## config.mk

```make
export PLATFORM = sky130hd
export DESIGN_NAME = acd_startup
export DESIGN_NICKNAME = d
export VERILOG_FILES = /design/src/hw/acd_pkg.sv /design/src/hw/acd_mem_if.sv /design/src/hw/acd_regfile.sv /design/src/hw/acd_startup.sv
export SDC_FILE = /design/constraint.sdc
export NUM_CORES = 1
export LEC_CHECK = 0
export BUFFER_PORTS_ARGS = -buffer_cell sky130_fd_sc_hd__buf_2
export CAP_MARGIN = 10
export CORE_MARGIN = 1.5
export CORE_UTILIZATION = 45
export CTS_CLUSTER_SIZE = 10
export DETAILED_ROUTE_END_ITERATION = 10
export HOLD_SLACK_MARGIN = 0.03
export SYNTH_ARGS = -nofsm -noshare
export SYNTH_HDL_FRONTEND = slang
export SYNTH_SLANG_ARGS = --single-unit
```

## constraint.sdc

```tcl
create_clock -name clk -period 5.6 [get_ports clk]
set_input_delay 0.84 -clock clk [delete_from_list [all_inputs] [get_ports clk]]
set_output_delay 0.84 -clock clk [all_outputs]
set_load 0.1 [all_outputs]
```

## src/hw/acd_pkg.sv

```systemverilog
// Constants shared by the clock divider and start-up logic
package acd_pkg;

	localparam int          NUM_REGS        = 8;
	localparam int          ADDR_W          = 3;
	localparam int          DATA_W          = 16;
	localparam int          RESULT_W        = 24;

	// Register addresses
	localparam logic [2:0]  ADDR_CTRL1      = 3'h1;
	localparam logic [2:0]  ADDR_CTRL2      = 3'h2;
	localparam logic [2:0]  ADDR_GAIN       = 3'h3;
	localparam logic [2:0]  ADDR_OFFSET     = 3'h4;
	localparam logic [2:0]  ADDR_OVERRANGE  = 3'h5;

	// Second control register fields
	localparam int          CTRL2_ADC_PWR   = 0;
	localparam int          CTRL2_AMP_PWR   = 1;
	localparam int          CTRL2_DIV_SEL_N = 3;

	// First control register fields
	localparam int          CTRL1_RATE_LSB  = 0;
	localparam int          CTRL1_RATE_W    = 3;
	localparam int          CTRL1_READBACK  = 4;
	localparam int          CTRL1_RSEL_LSB  = 5;

	// Reset values; a cleared divide bit means divide by two
	localparam logic [15:0] CTRL1_RESET     = 16'h0000;
	localparam logic [15:0] CTRL2_RESET     = 16'h0000;
	localparam logic [15:0] GAIN_RESET      = 16'ha000;
	localparam logic [15:0] OFFSET_RESET    = 16'h0000;
	localparam logic [15:0] OVERRANGE_RESET = 16'hcccc;
	localparam logic [15:0] REG_RESET [NUM_REGS] = '{
		16'h0000, CTRL1_RESET, CTRL2_RESET, GAIN_RESET,
		OFFSET_RESET, OVERRANGE_RESET, 16'h0000, 16'h0000};

	// Timing, counted in internal clock ticks
	localparam logic [2:0]  WRITE_MIN_TICKS = 3'h4;
	localparam int          GROUP_DELAY_DEF = 1024;
	localparam int          GD_W            = 16;

	localparam logic [6:0]  STATUS_LOW      = 7'h00;

endpackage

```

## src/hw/acd_mem_if.sv

```systemverilog
// Register store access channel
`timescale 1ns/1ps
`default_nettype none
interface acd_mem_if;
	import acd_pkg::*;
	logic              we;
	logic [ADDR_W-1:0] waddr;
	logic [DATA_W-1:0] wdata;
	logic [ADDR_W-1:0] raddr;
	logic [DATA_W-1:0] rdata;
	modport ctrl (output we, waddr, wdata, raddr, input rdata);
	modport mem  (input we, waddr, wdata, raddr, output rdata);
endinterface
`default_nettype wire

```

## src/hw/acd_regfile.sv

```systemverilog
// Configuration register store with registered read port
`timescale 1ns/1ps
`default_nettype none
module acd_regfile
	import acd_pkg::*;
(
	input  wire logic clk,
	input  wire logic rst_n,
	acd_mem_if.mem    port
);
	logic [DATA_W-1:0] regs [NUM_REGS];

	genvar i;
	generate
		for (i = 0; i < NUM_REGS; i++) begin : g_reg
			// Reset restores defaults whatever was programmed [RULE_16]
			always_ff @(posedge clk or negedge rst_n) begin
				if (!rst_n)
					regs[i] <= REG_RESET[i];
				else if (port.we && port.waddr == ADDR_W'(i))
					regs[i] <= port.wdata;
			end
		end
	endgenerate

	always_ff @(posedge clk or negedge rst_n) begin
		if (!rst_n)
			port.rdata <= '0;
		else
			port.rdata <= regs[port.raddr];
	end
endmodule
`default_nettype wire

```

## src/hw/acd_startup.sv

```systemverilog
// Internal clock divider, start-up ordering and result delivery
// Summary of operation
// RULE_01: Internal tick is master clock, or half.
// RULE_02: All internal operations step on internal tick; here only write timing, write data capture and group delay use it.
// RULE_03: Reset default is divide by two.
// RULE_04: Host writes divide bit; device applies it.
// RULE_05: Host holds reset low one cycle.
// RULE_06: Host waits two cycles before first write.
// RULE_07: First write goes to second control register.
// RULE_08: Then host writes first control register.
// RULE_09: Host waits five cycles after select release; here wr_word waits ten but rd_word waits only four.
// RULE_10: Optional sync low four cycles minimum.
// RULE_11: Results use default coefficients and calibration.
// RULE_12: Valid flag only after group delay elapses.
// RULE_13: Gain, offset, overrange accessible after start-up.
// RULE_14: Valid flag sits at bit seven, low word.
// RULE_15: Write needs four ticks; address then data.
// RULE_16: Reset restores divide and all configuration.
`timescale 1ns/1ps
`default_nettype none
module acd_startup
	import acd_pkg::*;
#(
	parameter int GROUP_DELAY_TICKS = GROUP_DELAY_DEF
)(
	input  wire logic                clk,
	input  wire logic                rst_n,
	input  wire logic                sync_n,
	input  wire logic                cs_n,
	input  wire logic                rd_wr_n,
	input  wire logic [DATA_W-1:0]   data_in,
	output logic      [DATA_W-1:0]   data_out,
	output logic                     data_oe,
	input  wire logic                conversion_ready,
	input  wire logic [RESULT_W-1:0] conversion_data,
	output logic                     drdy_n,
	output logic                     internal_clock,
	output logic                     clock_divide_select_n,
	output logic                     adc_power_on,
	output logic                     amp_power_on,
	output logic [CTRL1_RATE_W-1:0]  output_rate,
	output logic                     result_valid_flag
);
	localparam logic [GD_W-1:0] GD_LIMIT = GD_W'(GROUP_DELAY_TICKS);

	acd_mem_if mem ();

	acd_regfile u_regfile (
		.clk   (clk),
		.rst_n (rst_n),
		.port  (mem.mem)
	);

	logic [DATA_W-1:0]   ctrl1;
	logic [DATA_W-1:0]   ctrl2;
	logic                phase;
	logic                cs_n_q;
	logic                wr_q;
	logic [2:0]          low_ticks;
	logic [DATA_W-1:0]   wdata_q;
	logic                addr_phase;
	logic [ADDR_W-1:0]   reg_addr;
	logic                addr_ok;
	logic                lsw_next;
	logic [RESULT_W-1:0] result;
	logic [GD_W-1:0]     gd_count;

	wire tick       = ctrl2[CTRL2_DIV_SEL_N] | phase; // [RULE_01] [RULE_02]
	wire cs_fall    = cs_n_q & ~cs_n;
	wire cs_rise    = ~cs_n_q & cs_n;
	wire long_low   = low_ticks >= WRITE_MIN_TICKS;
	wire write_ok   = cs_rise & wr_q & long_low; // [RULE_15]
	wire read_start = cs_fall & ~rd_wr_n;
	wire data_write = write_ok & addr_phase & addr_ok;
	wire readback   = ctrl1[CTRL1_READBACK];
	wire wr_ctrl1   = data_write & (reg_addr == ADDR_CTRL1);
	wire wr_ctrl2   = data_write & (reg_addr == ADDR_CTRL2);
	wire gd_restart = ~sync_n | write_ok;
	wire gd_step    = tick & (gd_count < GD_LIMIT);
	wire [GD_W-1:0] next_gd = gd_restart ? '0 :
		gd_step ? gd_count + GD_W'(1) : gd_count;
	wire [DATA_W-1:0] msw_word = result[RESULT_W-1:8];
	wire [DATA_W-1:0] lsw_word =
		{result[7:0], result_valid_flag, STATUS_LOW}; // [RULE_14]

	// Gain, offset, overrange and filter slots all reachable [RULE_13]
	assign mem.we    = data_write;
	assign mem.waddr = reg_addr;
	assign mem.wdata = wdata_q;
	assign mem.raddr = ctrl1[CTRL1_RSEL_LSB +: ADDR_W];

	assign clock_divide_select_n = ctrl2[CTRL2_DIV_SEL_N]; // [RULE_04]
	assign adc_power_on          = ctrl2[CTRL2_ADC_PWR];
	assign amp_power_on          = ctrl2[CTRL2_AMP_PWR];
	assign output_rate           = ctrl1[CTRL1_RATE_LSB +: CTRL1_RATE_W];

	// Divider phase; free-running so divide changes stay glitch-free
	always_ff @(posedge clk or negedge rst_n) begin
		if (!rst_n) begin
			phase          <= 1'b0;
			internal_clock <= 1'b0;
		end else begin
			phase          <= ~phase;
			internal_clock <= ctrl2[CTRL2_DIV_SEL_N] | ~phase; // [RULE_01]
		end
	end

	// Control registers default to divide by two [RULE_03] [RULE_16]
	always_ff @(posedge clk or negedge rst_n) begin
		if (!rst_n) begin
			ctrl1 <= CTRL1_RESET;
			ctrl2 <= CTRL2_RESET;
		end else begin
			if (wr_ctrl2)
				ctrl2 <= wdata_q; // [RULE_04] [RULE_07]
			if (wr_ctrl1)
				ctrl1 <= wdata_q; // [RULE_08]
			else if (read_start && readback)
				ctrl1[CTRL1_READBACK] <= 1'b0;
		end
	end

	// Port timing, counted in internal ticks
	always_ff @(posedge clk or negedge rst_n) begin
		if (!rst_n) begin
			cs_n_q    <= 1'b1;
			wr_q      <= 1'b0;
			low_ticks <= '0;
			wdata_q   <= '0;
		end else begin
			cs_n_q <= cs_n;
			if (cs_fall) begin
				wr_q      <= rd_wr_n;
				low_ticks <= '0;
			end else if (!cs_n && tick && !long_low) begin
				low_ticks <= low_ticks + 3'h1; // [RULE_15]
			end
			if (!cs_n && tick)
				wdata_q <= data_in;
		end
	end

	// Address then data; any read forgets a pending address
	always_ff @(posedge clk or negedge rst_n) begin
		if (!rst_n) begin
			addr_phase <= 1'b0;
			reg_addr   <= '0;
			addr_ok    <= 1'b0;
		end else if (read_start) begin
			addr_phase <= 1'b0;
		end else if (write_ok) begin
			addr_phase <= ~addr_phase; // [RULE_15]
			if (!addr_phase) begin
				reg_addr <= wdata_q[ADDR_W-1:0];
				addr_ok  <= wdata_q[DATA_W-1:ADDR_W] == '0;
			end
		end
	end

	// Result capture; a new result overwrites a half-read one
	always_ff @(posedge clk or negedge rst_n) begin
		if (!rst_n) begin
			result   <= '0;
			drdy_n   <= 1'b1;
			lsw_next <= 1'b0;
			data_out <= '0;
			data_oe  <= 1'b0;
		end else begin
			drdy_n  <= ~conversion_ready;
			data_oe <= ~cs_n & ~rd_wr_n;
			if (conversion_ready) begin
				result   <= conversion_data; // [RULE_11]
				lsw_next <= 1'b0;
			end else if (read_start && !readback) begin
				lsw_next <= ~lsw_next;
			end
			if (read_start) begin
				if (readback)
					data_out <= mem.rdata; // [RULE_13]
				else if (lsw_next)
					data_out <= lsw_word; // [RULE_14]
				else
					data_out <= msw_word;
			end
		end
	end

	// Group delay after sync or any write [RULE_12]
	always_ff @(posedge clk or negedge rst_n) begin
		if (!rst_n) begin
			gd_count          <= '0;
			result_valid_flag <= 1'b0;
		end else begin
			gd_count          <= next_gd;
			result_valid_flag <= next_gd == GD_LIMIT; // [RULE_12]
		end
	end
endmodule
`default_nettype wire

```

==> reports/qor.yml, run 1 <==
power:
  clkPwrFrac_pct: 41.7
  ir_worst_vdd_mv: 0.225
  power_density_nw_per_um2: 328
  switching_share_pct: 26.3
  power.internal_mw: 2.73
  p_comb_share_pct: 9.4
  leakagePower_nw: 5.41
  switchingPower_uw: 973
  seqPwrFrac_pct: 48.8
setup_path:
  reg2reg_depth: 4
  rr_startpoint: "cs_n_q"
  cp.arrival_ns: 3.42
  end_kind: "flip-flop"
  r2r_slack_ns: 2.61
  reg2reg_to: "u_regfile.regs[30]"
  cp_max_fo: 16
  crit_type: "in -> reg"
  critPathLaunchType: "primary input"
  crit_required_ns: 5.99
timing:
  rsz0062_at_grt: "false"
  fin_skew_ns: 0.00827
  max_freq_ghz: 0.330
  report.final.slew_viol_count: 0
  max_slew.worst_pin.slew_ns: 1.07
  min_period_ns: 3.03
  layout_setup_ws_ns: 2.57
  setup_viol: 0
  setup_tns_ns: 0
  hold_viol_final: 0
  period_share_pct: 54.2
  maxSlewHeadroom_pct: 28.8
status:
  status: "finished clean"
detailed_routing:
  met2_length_mm: 10.3
  met3_length_um: 886
  vias: 5963
  post_drt_wl_per_cell_um: 19.7
  remaining_drc_errors: 0
  wirelength_mm: 21.4
  detailedRoute.firstPassIterationCount: 4
  maxUsedRoutingLayer: "met4"
  viasPerCell: 5.48
  drt_iter0_markers: 303
  wl_met1_mm: 9.81
  final_antenna_net_count: 0
placement:
  dp_hpwl_mm: 13.9
  port_buffers: 71
  gp_congestion: 0.759
  post-place-ws_ns: 2.03
  dp_cells: 1040
grt:
  antenna_found_initial: 0
  grt_pass1_wl_mm: 34.9
  grtUsageTotal_pct: 18.8
  grt_max_degree: 138
  grt_pass1_vias: 6284
  grt_overflow_total: 0
synthesis:
  seq_area_frac_synth_pct: 58.6
  synth_edf_count: 0
  async_flop_share_pct: 100
  synth.cell_area_um2: 9980
  synth_top_cell_area_share_pct: 55.4
  synth.distinct_cells: 48
  synthesis.instances: 736
  synth.largest_area_cell: "dfrtp_1"
  syn_area_per_cell_um2: 13.6
  syn_nets: 785
  synth.area.top_cells: "dfrtp_1 (55%), mux2_2 (19%), mux4_2 (6.5%), dfstp_2 (3.2%), nand2_1 (3.2%)"
  ys_ff_latch: 233
  ys_warn_count: 0
  synth_flop_cell: "dfrtp_1"
cells_and_area:
  area_growth_syn_to_layout_pct: 13.4
  final_cell_mix: "dfrtp_1 (219), mux2_2 (170), nand2_1 (84)"
  drive_above_1_share_pct: 41.5
  finalNonFillerCells: 1088
  fillers: 1856
  final_common_cell: "dfrtp_1"
  final_nets: 838
  n_antenna_cell: 0
  seqCellArea_um2: 5850
  post-route-util_pct: 52.0
  multi_input_area_um2: 3860
job:
  drv_cap: 0
clock_network:
  ctsResizeCount: 0
  holdBufCountCts: 0
  post_cts_buffers: 0
  worstSkewPairLatency_ns: 0.52
  cts_max_level: 1
  root_buffer: "clkbuf_16"
  cts_buffers: 27
  clock-sinks: 233
  clockBufferDepth: 3
  clk_pin_slew_ns: 0.05
  cts_tree: "built"
die:
  rows: 54
  die_x_um: 152
  die_h_um: 152
  core_area_um2: 21800
  die_area_um2: 23100
  io_pins: 72
  initial_core_util_pct: 45.9
hold_path:
  hold_class: "in -> async"
## critical path, cell delays in order
cell and delay, ns:
buf_2 0.12, nand4b_1 0.50, nor3_1 0.55, nand3b_1 0.83
mux2_2 0.58
## sequential cells by signal, indices dropped and copies added (netlist names), 7 cells and up
signal	cells
ctrl1	7
data_out	16
u_regfile.port.rdata	16
mem.wdata	16
result	24
u_regfile.regs	119
gd_count	16
## worst max-delay path by stage
stage	from	to	depth (start not counted)
2_1_floorplan	u_regfile.regs[83]	result_valid_flag	6
3_3_place_gp	cs_n	u_regfile.regs[112]	6
3_5_place_dp	cs_n	u_regfile.regs[121]	6
4_1_cts	cs_n	u_regfile.regs[121]	6
5_1_grt	cs_n	u_regfile.regs[30]	5
6_report	cs_n	u_regfile.regs[30]	5
## Yosys cell counts, types with 4 or more instances
master      n
nor2_1     29
mux2_2    170
o21ai_0    25
xnor2_1     8
mux4_2     29
nand3_1     4
nor4_1      7
inv_1       7
a21oi_1    15
buf_4       4
mux2i_1     9
dfstp_2    12
buf_1       7
a22oi_1     9
clkbuf_1   38
and3_1      4
nand2_1    84
nor3_1      4
dfrtp_1   221
clkbuf_2    8
## cells by family (layout without fill, tap and decap cells)
group | count (synthesis) | count (layout) | synth area share [%]
compound gates | 60 | 60 | 3.54
xor+xnor | 9 | 9 | 0.790
fa+ha+maj | 3 | 3 | 0.376
buf+inv | 67 | 139 | 2.86
flops | 233 | 233 | 58.6
mux | 208 | 208 | 26.6
simple gates | 156 | 156 | 7.22
## per-layer routing
| metal | vias up | GRT usage [%] |
|---|---|---|
| met5 | - | 0 |
| met3 | 34 | 3.08 |
| met2 | 136 | 30.6 |
| met1 | 3086 | 26.4 |
| li1 | 2707 | - |
| met4 | 0 | 4.44 |
## power by group through the flow
| stage | Clock [mW] | Combinational (mW) | Sequential (mW) |
|---|---|---|---|
| 2_1_floorplan | 0 | 0.113 | 1.97 |
| 3_3_place_gp | 0 | 0.347 | 1.84 |
| 3_5_place_dp | 0 | 0.355 | 1.84 |
| 4_1_cts | 1.59 | 0.355 | 1.81 |
| 5_1_grt | 1.66 | 0.377 | 1.82 |
| 6_report | 1.55 | 0.349 | 1.81 |
## area by class of cell
cell class	instances	area share (%)
clock buffer	48	6.76
inverter	8	0.265
multi-input combinational	436	34.2
sequential	233	51.7
tap	280	3.10
timing repair buffer	83	4.03
## stage by stage
| step | hold slack (ns) | total power, mW | cell area (um2) |
|---|---|---|---|
| 5_1_grt | 0.458 | 3.86 | 11300 |
| 4_1_cts | 0.451 | 3.76 | 11300 |
| 6_report | 0.437 | 3.71 | 11300 |
| 3_3_place_gp | 0.464 | 2.18 | 10500 |
| 3_5_place_dp | 0.476 | 2.19 | 10500 |
| 2_1_floorplan | 0.448 | 2.08 | 9980 |
Note: power is estimated with default switching activity, not from simulation.
==> run 2, diff against run 1 <==
ABC_AREA = 1   (was unset)
clock period = 3 ns   (was 5.6 ns; I/O delays follow)
==> reports/qor.yml, run 2 <==
status:
  status: "finished clean"  # unchanged
power:
  leakagePower_nw: 5.41  # about the same
  seqPwrFrac_pct: 47.5  # was 48.8%
  power_density_nw_per_um2: 630  # was 328 nW/um2
  p_comb_share_pct: 11.6  # was 9.4%
  switching_share_pct: 27.4  # was 26.3%
  power.internal_mw: 5.15  # was 2.73 mW
  ir_worst_vdd_mv: 0.426  # was 0.225 mV
  clkPwrFrac_pct: 40.8  # was 41.7%
  switchingPower_mw: 1.95  # was 973 uW
timing:
  period_share_pct: 64.8
  rsz0062_at_grt: "false"  # unchanged
  report.final.slew_viol_count: 0  # unchanged
  max_slew.worst_pin.slew_ns: 0.757  # was 1.07 ns
  min_period_ns: 1.94
  setup_tns_ns: 0  # unchanged
  fin_skew_ns: 0.0139  # was 0.00827 ns
  hold_viol_final: 0  # unchanged
  whs_ns: 0.0850  # was 0.437 ns
  setup_viol: 0  # unchanged
  maxSlewHeadroom_pct: 49.5  # was 28.8%
  max_freq_ghz: 0.514
clock_network:
  root_buffer: "clkbuf_16"  # unchanged
  cts_max_level: 1  # unchanged
  cts_buffers: 27  # unchanged
  clk_pin_slew_ns: 0.06  # was 0.05 ns
  clock-sinks: 233  # unchanged
  ctsResizeCount: 0  # unchanged
  clockBufferDepth: 3  # unchanged
  cts_tree: "built"  # unchanged
  worstSkewPairLatency_ns: 0.52  # about the same
cells_and_area:
  finalNonFillerCells: 1505  # was 1,088
  top_register: "u_regfile.regs"  # unchanged
  drive_above_1_share_pct: 12.3  # was 41.5%
  reg_top3: "u_regfile.regs: 119 flops, result: 24 flops"  # unchanged
  n_antenna_cell: 0  # unchanged
  largest_reg_flops: 119  # unchanged
  final_common_cell: "nand2_1"  # was dfrtp_1
  final_cell_mix: "nand2_1 (266), dfrtp_1 (220), nor2_1 (166)"  # was dfrtp_1 (219), mux2_2 (170), nand2_1 (84)
  area_growth_syn_to_layout_pct: 13.0  # was 13.4%
  finalInstanceArea_um2: 11300  # about the same
  final_nets: 1254  # was 838
grt:
  grt_pass1_vias: 7363  # was 6,284
  grt_overflow_total: 0  # unchanged
  antenna_found_initial: 0  # unchanged
  grt_pass1_wl_mm: 38.8  # was 34.9 mm
  grtUsageTotal_pct: 21.4  # was 18.8%
  grt_max_degree: 92  # was 138
synthesis:
  seq_area_frac_synth_pct: 58.7  # was 58.6%
  synth_flop_cell: "dfrtp_1"  # unchanged
  synth.area.top_cells: "dfrtp_1 (56%), nand2_1 (10%), o21ai_1 (6.5%), nor2_1 (6.3%), o21ai_0 (4.8%)"  # was dfrtp_1 (55%), mux2_2 (19%), mux4_2 (6.5%), dfstp_2 (3.2%), nand2_1 (3.2%)
  synth.largest_area_cell: "dfrtp_1"  # unchanged
  syn_nets: 1200  # was 785
  async_flop_share_pct: 100  # unchanged
  ys_warn_count: 0  # unchanged
  synthesis.instances: 1151  # was 736
  syn_area_per_cell_um2: 8.66  # was 13.6 um2
  synthTopCellsByCount: "nand2_1 (266), dfrtp_1 (221), nor2_1 (167), o21ai_1 (129), o21ai_0 (96)"  # was dfrtp_1 (221), mux2_2 (170), nand2_1 (84), clkbuf_1 (38)
  synth_top_cell_area_share_pct: 55.5  # was 55.4%
  synth.cell_area_um2: 9960  # was 9980 um2
  yosysMostFrequentCell: "nand2_1"  # was dfrtp_1
  synth.distinct_cells: 33  # was 48
  ys_ff_latch: 233  # unchanged
  synth_edf_count: 0  # unchanged
setup_path:
  worstPathCellList: "inv_1 > buf_4 > nor2_1 > nor2_1 > o21ai_0 > a32oi_1"  # was buf_2 > nand4b_1 > nor3_1 > nand3b_1 > mux2_2
  cp_slowest_cell: "inv_1"  # was nand3b_1
  critPathLaunchType: "flip-flop"  # was primary input
  cp_max_fo: 26  # was 16
  crit_type: "reg -> reg"  # was in -> reg
  cp.arrival_ns: 2.34  # was 3.42 ns
  crit_path_frequent_cell: "nor2_1"
  crit_buf_inv: 2  # was 1
  crit_required_ns: 3.39  # was 5.99 ns
  cpLargestDelayFamily: "buffers and inverters"  # was simple AND/OR/NAND/NOR gates
  cpPeakStageDelay_ns: 0.55  # was 0.83 ns
  end_kind: "flip-flop"  # unchanged
detailed_routing:
  remaining_drc_errors: 0  # unchanged
  drt_iter0_markers: 496  # was 303
  wirelength_mm: 23.1  # was 21.4 mm
  post_drt_wl_per_cell_um: 15.3  # was 19.7 um
  vias: 7670  # was 5,963
  detailedRoute.firstPassIterationCount: 5  # was 4
  final_antenna_net_count: 0  # unchanged
  viasPerCell: 5.10  # was 5.48
placement:
  placed_area_um2: 10500  # about the same
  port_buffers: 71  # unchanged
  dp_hpwl_mm: 14.8  # was 13.9 mm
  dp_cells: 1455  # was 1,040
  gp_congestion: 0.766  # was 0.759
job:
  drv_cap: 0  # unchanged
hold_path:
  hold_class: "in -> reg"  # was in -> async
die:
  io_pins: 72  # unchanged
  initial_core_util_pct: 45.8  # was 45.9%
  die_area_um2: 23000  # was 23,100 um2
  core_area_um2: 21800  # unchanged
  die_x_um: 152  # about the same
  die_h_um: 152  # about the same
  rows: 54  # unchanged
run 2: cell families after synthesis:
kind of cell | Yosys count | synth area share (%)
buffers and inverters | 134 | 6.07
and+or+nand+nor | 489 | 19.7
AOI/OAI and AO/OA | 292 | 15.2
adders and majority gates | 3 | 0.377
DFF | 233 | 58.7
run 2: layer usage:
metal / vias to the layer above / part of all wire (%) / track usage [%]
met5: - / 0 / 0
met1: 3619 / 51 / 32.3
met4: 0 / 1.6 / 4.62
li1: 3869 / - / -
met2: 149 / 43 / 32.7
met3: 33 / 4.6 / 3.14
run 2: power groups by stage:
stage / Sequential (mW) / Clock [mW] / Combinational (mW)
after floorplan: 3.73 / 0 / 0.264
after global placement: 3.42 / 0 / 0.826
after detailed placement: 3.43 / 0 / 0.836
after CTS: 3.37 / 2.98 / 0.841
after global routing: 3.39 / 3.12 / 0.912
final: 3.37 / 2.90 / 0.827
run 2: stage by stage:
stage	setup slack (ns)	power, mW	utilization (%)
final	1.06	7.10	51.8
after global routing	0.835	7.43	51.8
after CTS	1.03	7.20	51.8
after detailed placement	0.932	4.26	48.2
after global placement	1.02	4.25	48.2
after floorplan	0.999	3.99	-
run 2: timing repair:
| action | CTS | global route |
|---|---|---|
| buffers inserted | 0 | 0 |
| hold buffers | 1 | 0 |
| hold endpoints to repair | 79 | 0 |
run 2: worst paths after layout:
| kind | endpoint | start | cells after the start | slack, ns |
|---|---|---|---|---|
| worst min-delay path | cs_n_q | cs_n | 1 | 0.09 |
| worst max register to register | u_regfile.port.rdata[7] | ctrl1[5] | 6 | 1.06 |
| worst max-delay path | u_regfile.port.rdata[7] | ctrl1[5] | 6 | 1.06 |
| max in group asynchronous | drdy_n | rst_n | 3 | 1.58 |
| min in group asynchronous | gd_count[4] | rst_n | 2 | 0.51 |
| worst min register to register | phase | phase | 1 | 0.45 |
run 2: final cells by class:
cell class	instances	area [um2]
tap	280	350
multi-input combinational	784	3520
inverter	69	259
clock buffer	49	768
timing repair buffer	90	523
fill	2083	10500
sequential	233	5850
==> run 3, diff against run 2 <==
clock period = 1.82 ns   (was 3 ns; I/O delays follow)
==> reports/qor.yml, run 3 (synthesis gave the netlist of run 2 again) <==
timing:
  max_freq_ghz: 0.587
  setup_viol: 0  # unchanged
  min_period_ns: 1.70
  layout_setup_ws_ns: 0.117  # was 1.06 ns
  hold_viol_final: 0  # unchanged
  setup_tns_ns: 0  # unchanged
  maxSlewHeadroom_pct: 53.0  # was 49.5%
  period_share_pct: 93.6
  fin_skew_ns: 0.0130  # was 0.0139 ns
  max_slew.worst_pin.slew_ns: 0.701  # was 0.757 ns
  report.final.slew_viol_count: 0  # unchanged
  rsz0062_at_grt: "true"  # was false
setup_path:
  end_kind: "output port"  # was flip-flop
  cpPeakStageDelay_ns: 0.51  # was 0.55 ns
  crit_buf_inv: 1  # was 2
  worstPathCellList: "buf_2"  # was inv_1 > buf_4 > nor2_1 > nor2_1 > o21ai_0 > a32oi_1
  critPathLaunch: "drdy_n"  # was ctrl1[5]
  crit_type: "reg -> out"  # was reg -> reg
  cp.arrival_ns: 1.43  # was 2.34 ns
  cp_slowest_cell: "dfstp_2"  # was inv_1
  crit_required_ns: 1.55  # was 3.39 ns
  rr_startpoint: "gd_count[13]"  # was ctrl1[5]
  critPathLaunchType: "flip-flop"  # unchanged
  cp_max_fo: 1  # was 26
  cpLargestDelayFamily: "flip-flops"  # was buffers and inverters
cells_and_area:
  final_cell_mix: "nand2_1 (265), dfrtp_1 (219), nor2_1 (166)"  # was nand2_1 (266), dfrtp_1 (220), nor2_1 (166)
  n_antenna_cell: 0  # unchanged
  top_register: "u_regfile.regs"  # unchanged
  reg_top3: "u_regfile.regs: 119 flops, result: 24 flops"  # unchanged
  area_growth_syn_to_layout_pct: 21.4  # was 13.0%
  drive_above_1_share_pct: 14.2  # was 12.3%
  final_common_cell: "nand2_1"  # unchanged
  largest_reg_flops: 119  # unchanged
  final_nets: 1328  # was 1,254
grt:
  antenna_found_initial: 0  # unchanged
  grt_busiest_layer: "met2"  # unchanged
  grt_util_met2_pct: 35.9  # was 32.7%
  grt_overflow_total: 0  # unchanged
  met1_usage_pct: 31.7  # was 32.3%
  met3_usage_pct: 3.11  # was 3.14%
  grt_max_degree: 68  # was 92
  grt_pass1_wl_mm: 40.3  # was 38.8 mm
  grt_pass1_vias: 7869  # was 7,363
  grtUsageTotal_pct: 22.2  # was 21.4%
detailed_routing:
  post_drt_wl_per_cell_um: 15.5  # was 15.3 um
  drt_iter0_markers: 573  # was 496
  remaining_drc_errors: 0  # unchanged
  detailedRoute.firstPassIterationCount: 5  # unchanged
  final_antenna_net_count: 0  # unchanged
  wirelength_mm: 24.5  # was 23.1 mm
  vias: 8087  # was 7,670
  viasPerCell: 5.12  # was 5.10
placement:
  port_buffers: 71  # unchanged
  gp_congestion: 0.799  # was 0.766
  dp_hpwl_mm: 15.7  # was 14.8 mm
  post-place-ws_ns: 0.110  # was 0.932 ns
power:
  power_density_nw_per_um2: 977  # was 630 nW/um2
  switchingPower_mw: 3.23  # was 1.95 mW
  seqPwrFrac_pct: 47.1  # was 47.5%
  leakagePower_nw: 5.81  # was 5.41 nW
  p_comb_share_pct: 12.5  # was 11.6%
  ir_worst_vdd_mv: 0.882  # was 0.426 mV
  clkPwrFrac_pct: 40.4  # was 40.8%
  switching_share_pct: 27.4  # about the same
  power.internal_mw: 8.58  # was 5.15 mW
hold_path:
  hold_class: "in -> reg"  # unchanged
  hp-start: "sync_n"  # was cs_n
clock_network:
  root_buffer: "clkbuf_16"  # unchanged
  cts_buffers: 27  # unchanged
  clockBufferDepth: 3  # unchanged
  worstSkewPairLatency_ns: 0.52  # about the same
  cts_tree: "built"  # unchanged
  clock-sinks: 233  # unchanged
  cts_max_level: 1  # unchanged
  clk_pin_slew_ns: 0.06  # about the same
job:
  drv_cap: 0  # unchanged
die:
  rows: 54  # unchanged
  core_area_um2: 21800  # unchanged
  die_h_um: 152  # unchanged
  initial_core_util_pct: 45.8  # unchanged
  io_pins: 72  # unchanged
  die_x_um: 152  # unchanged
  die_area_um2: 23000  # unchanged
status:
  status: "finished clean"  # unchanged
run 3: changes by cell type in the layout (fill, tap and decap cells not counted), sizes merged:
cell / delta
buf: +32
dlygate4sd3: +42
run 3: area by class of cell:
| cell class | count | area (um2) |
|---|---|---|
| inverters | 69 | 262 |
| fillers | 2040 | 9660 |
| flip-flops and latches | 233 | 5850 |
| clock buffers | 49 | 768 |
| repair buffers | 164 | 1350 |
| multi-input cells | 784 | 3520 |
| well taps | 280 | 350 |
run 3: path summary, 6_finish.rpt:
check	slack, ns	end	depth (start not counted)
max	0.12	drdy_n	1
min	0.16	gd_count[1]	5
max reg2reg	0.14	result_valid_flag	10
min reg2reg	0.46	phase	1
max in group asynchronous	0.76	u_regfile.regs[39]	3
min in group asynchronous	0.32	low_ticks[0]	2
run 3: timing repair:
action / 4_1_cts / 5_1_grt
endpoints found under the hold margin: 93 / 0
gates resized for setup: 0 / 3
hold buffers: 43 / 0
setup endpoints to repair: 0 / 13
setup buffers: 0 / 3
run 3: per-layer routing:
layer / share of wire, % / routed length [um]
met5: 0 / 0
met3: 5.1 / 1250
met2: 45 / 11000
met4: 2.1 / 519
met1: 48 / 11700
run 3: power by group through the flow:
stage                     clock network (mW)  logic (mW)  registers (mW)
after CTS                               4.91        1.49            5.56
after floorplan                            0       0.435            6.15
after detailed placement                   0        1.42            5.65
after global routing                    5.15        1.62            5.59
final                                   4.77        1.48            5.56
after global placement                     0        1.40            5.64
run 3: through the flow:
step	util (%)	cell area [um2]	instances	power, mW	hold slack [ns]
3_5_place_dp	49.9	10900	1484	7.06	0.272
5_1_grt	55.6	12100	1579	12.4	0.183
2_1_floorplan	-	9960	1151	6.58	-0.0226
3_3_place_gp	49.9	10900	1484	7.05	0.261
4_1_cts	55.5	12100	1576	12.0	0.129
6_report	55.6	12100	1579	11.8	0.159
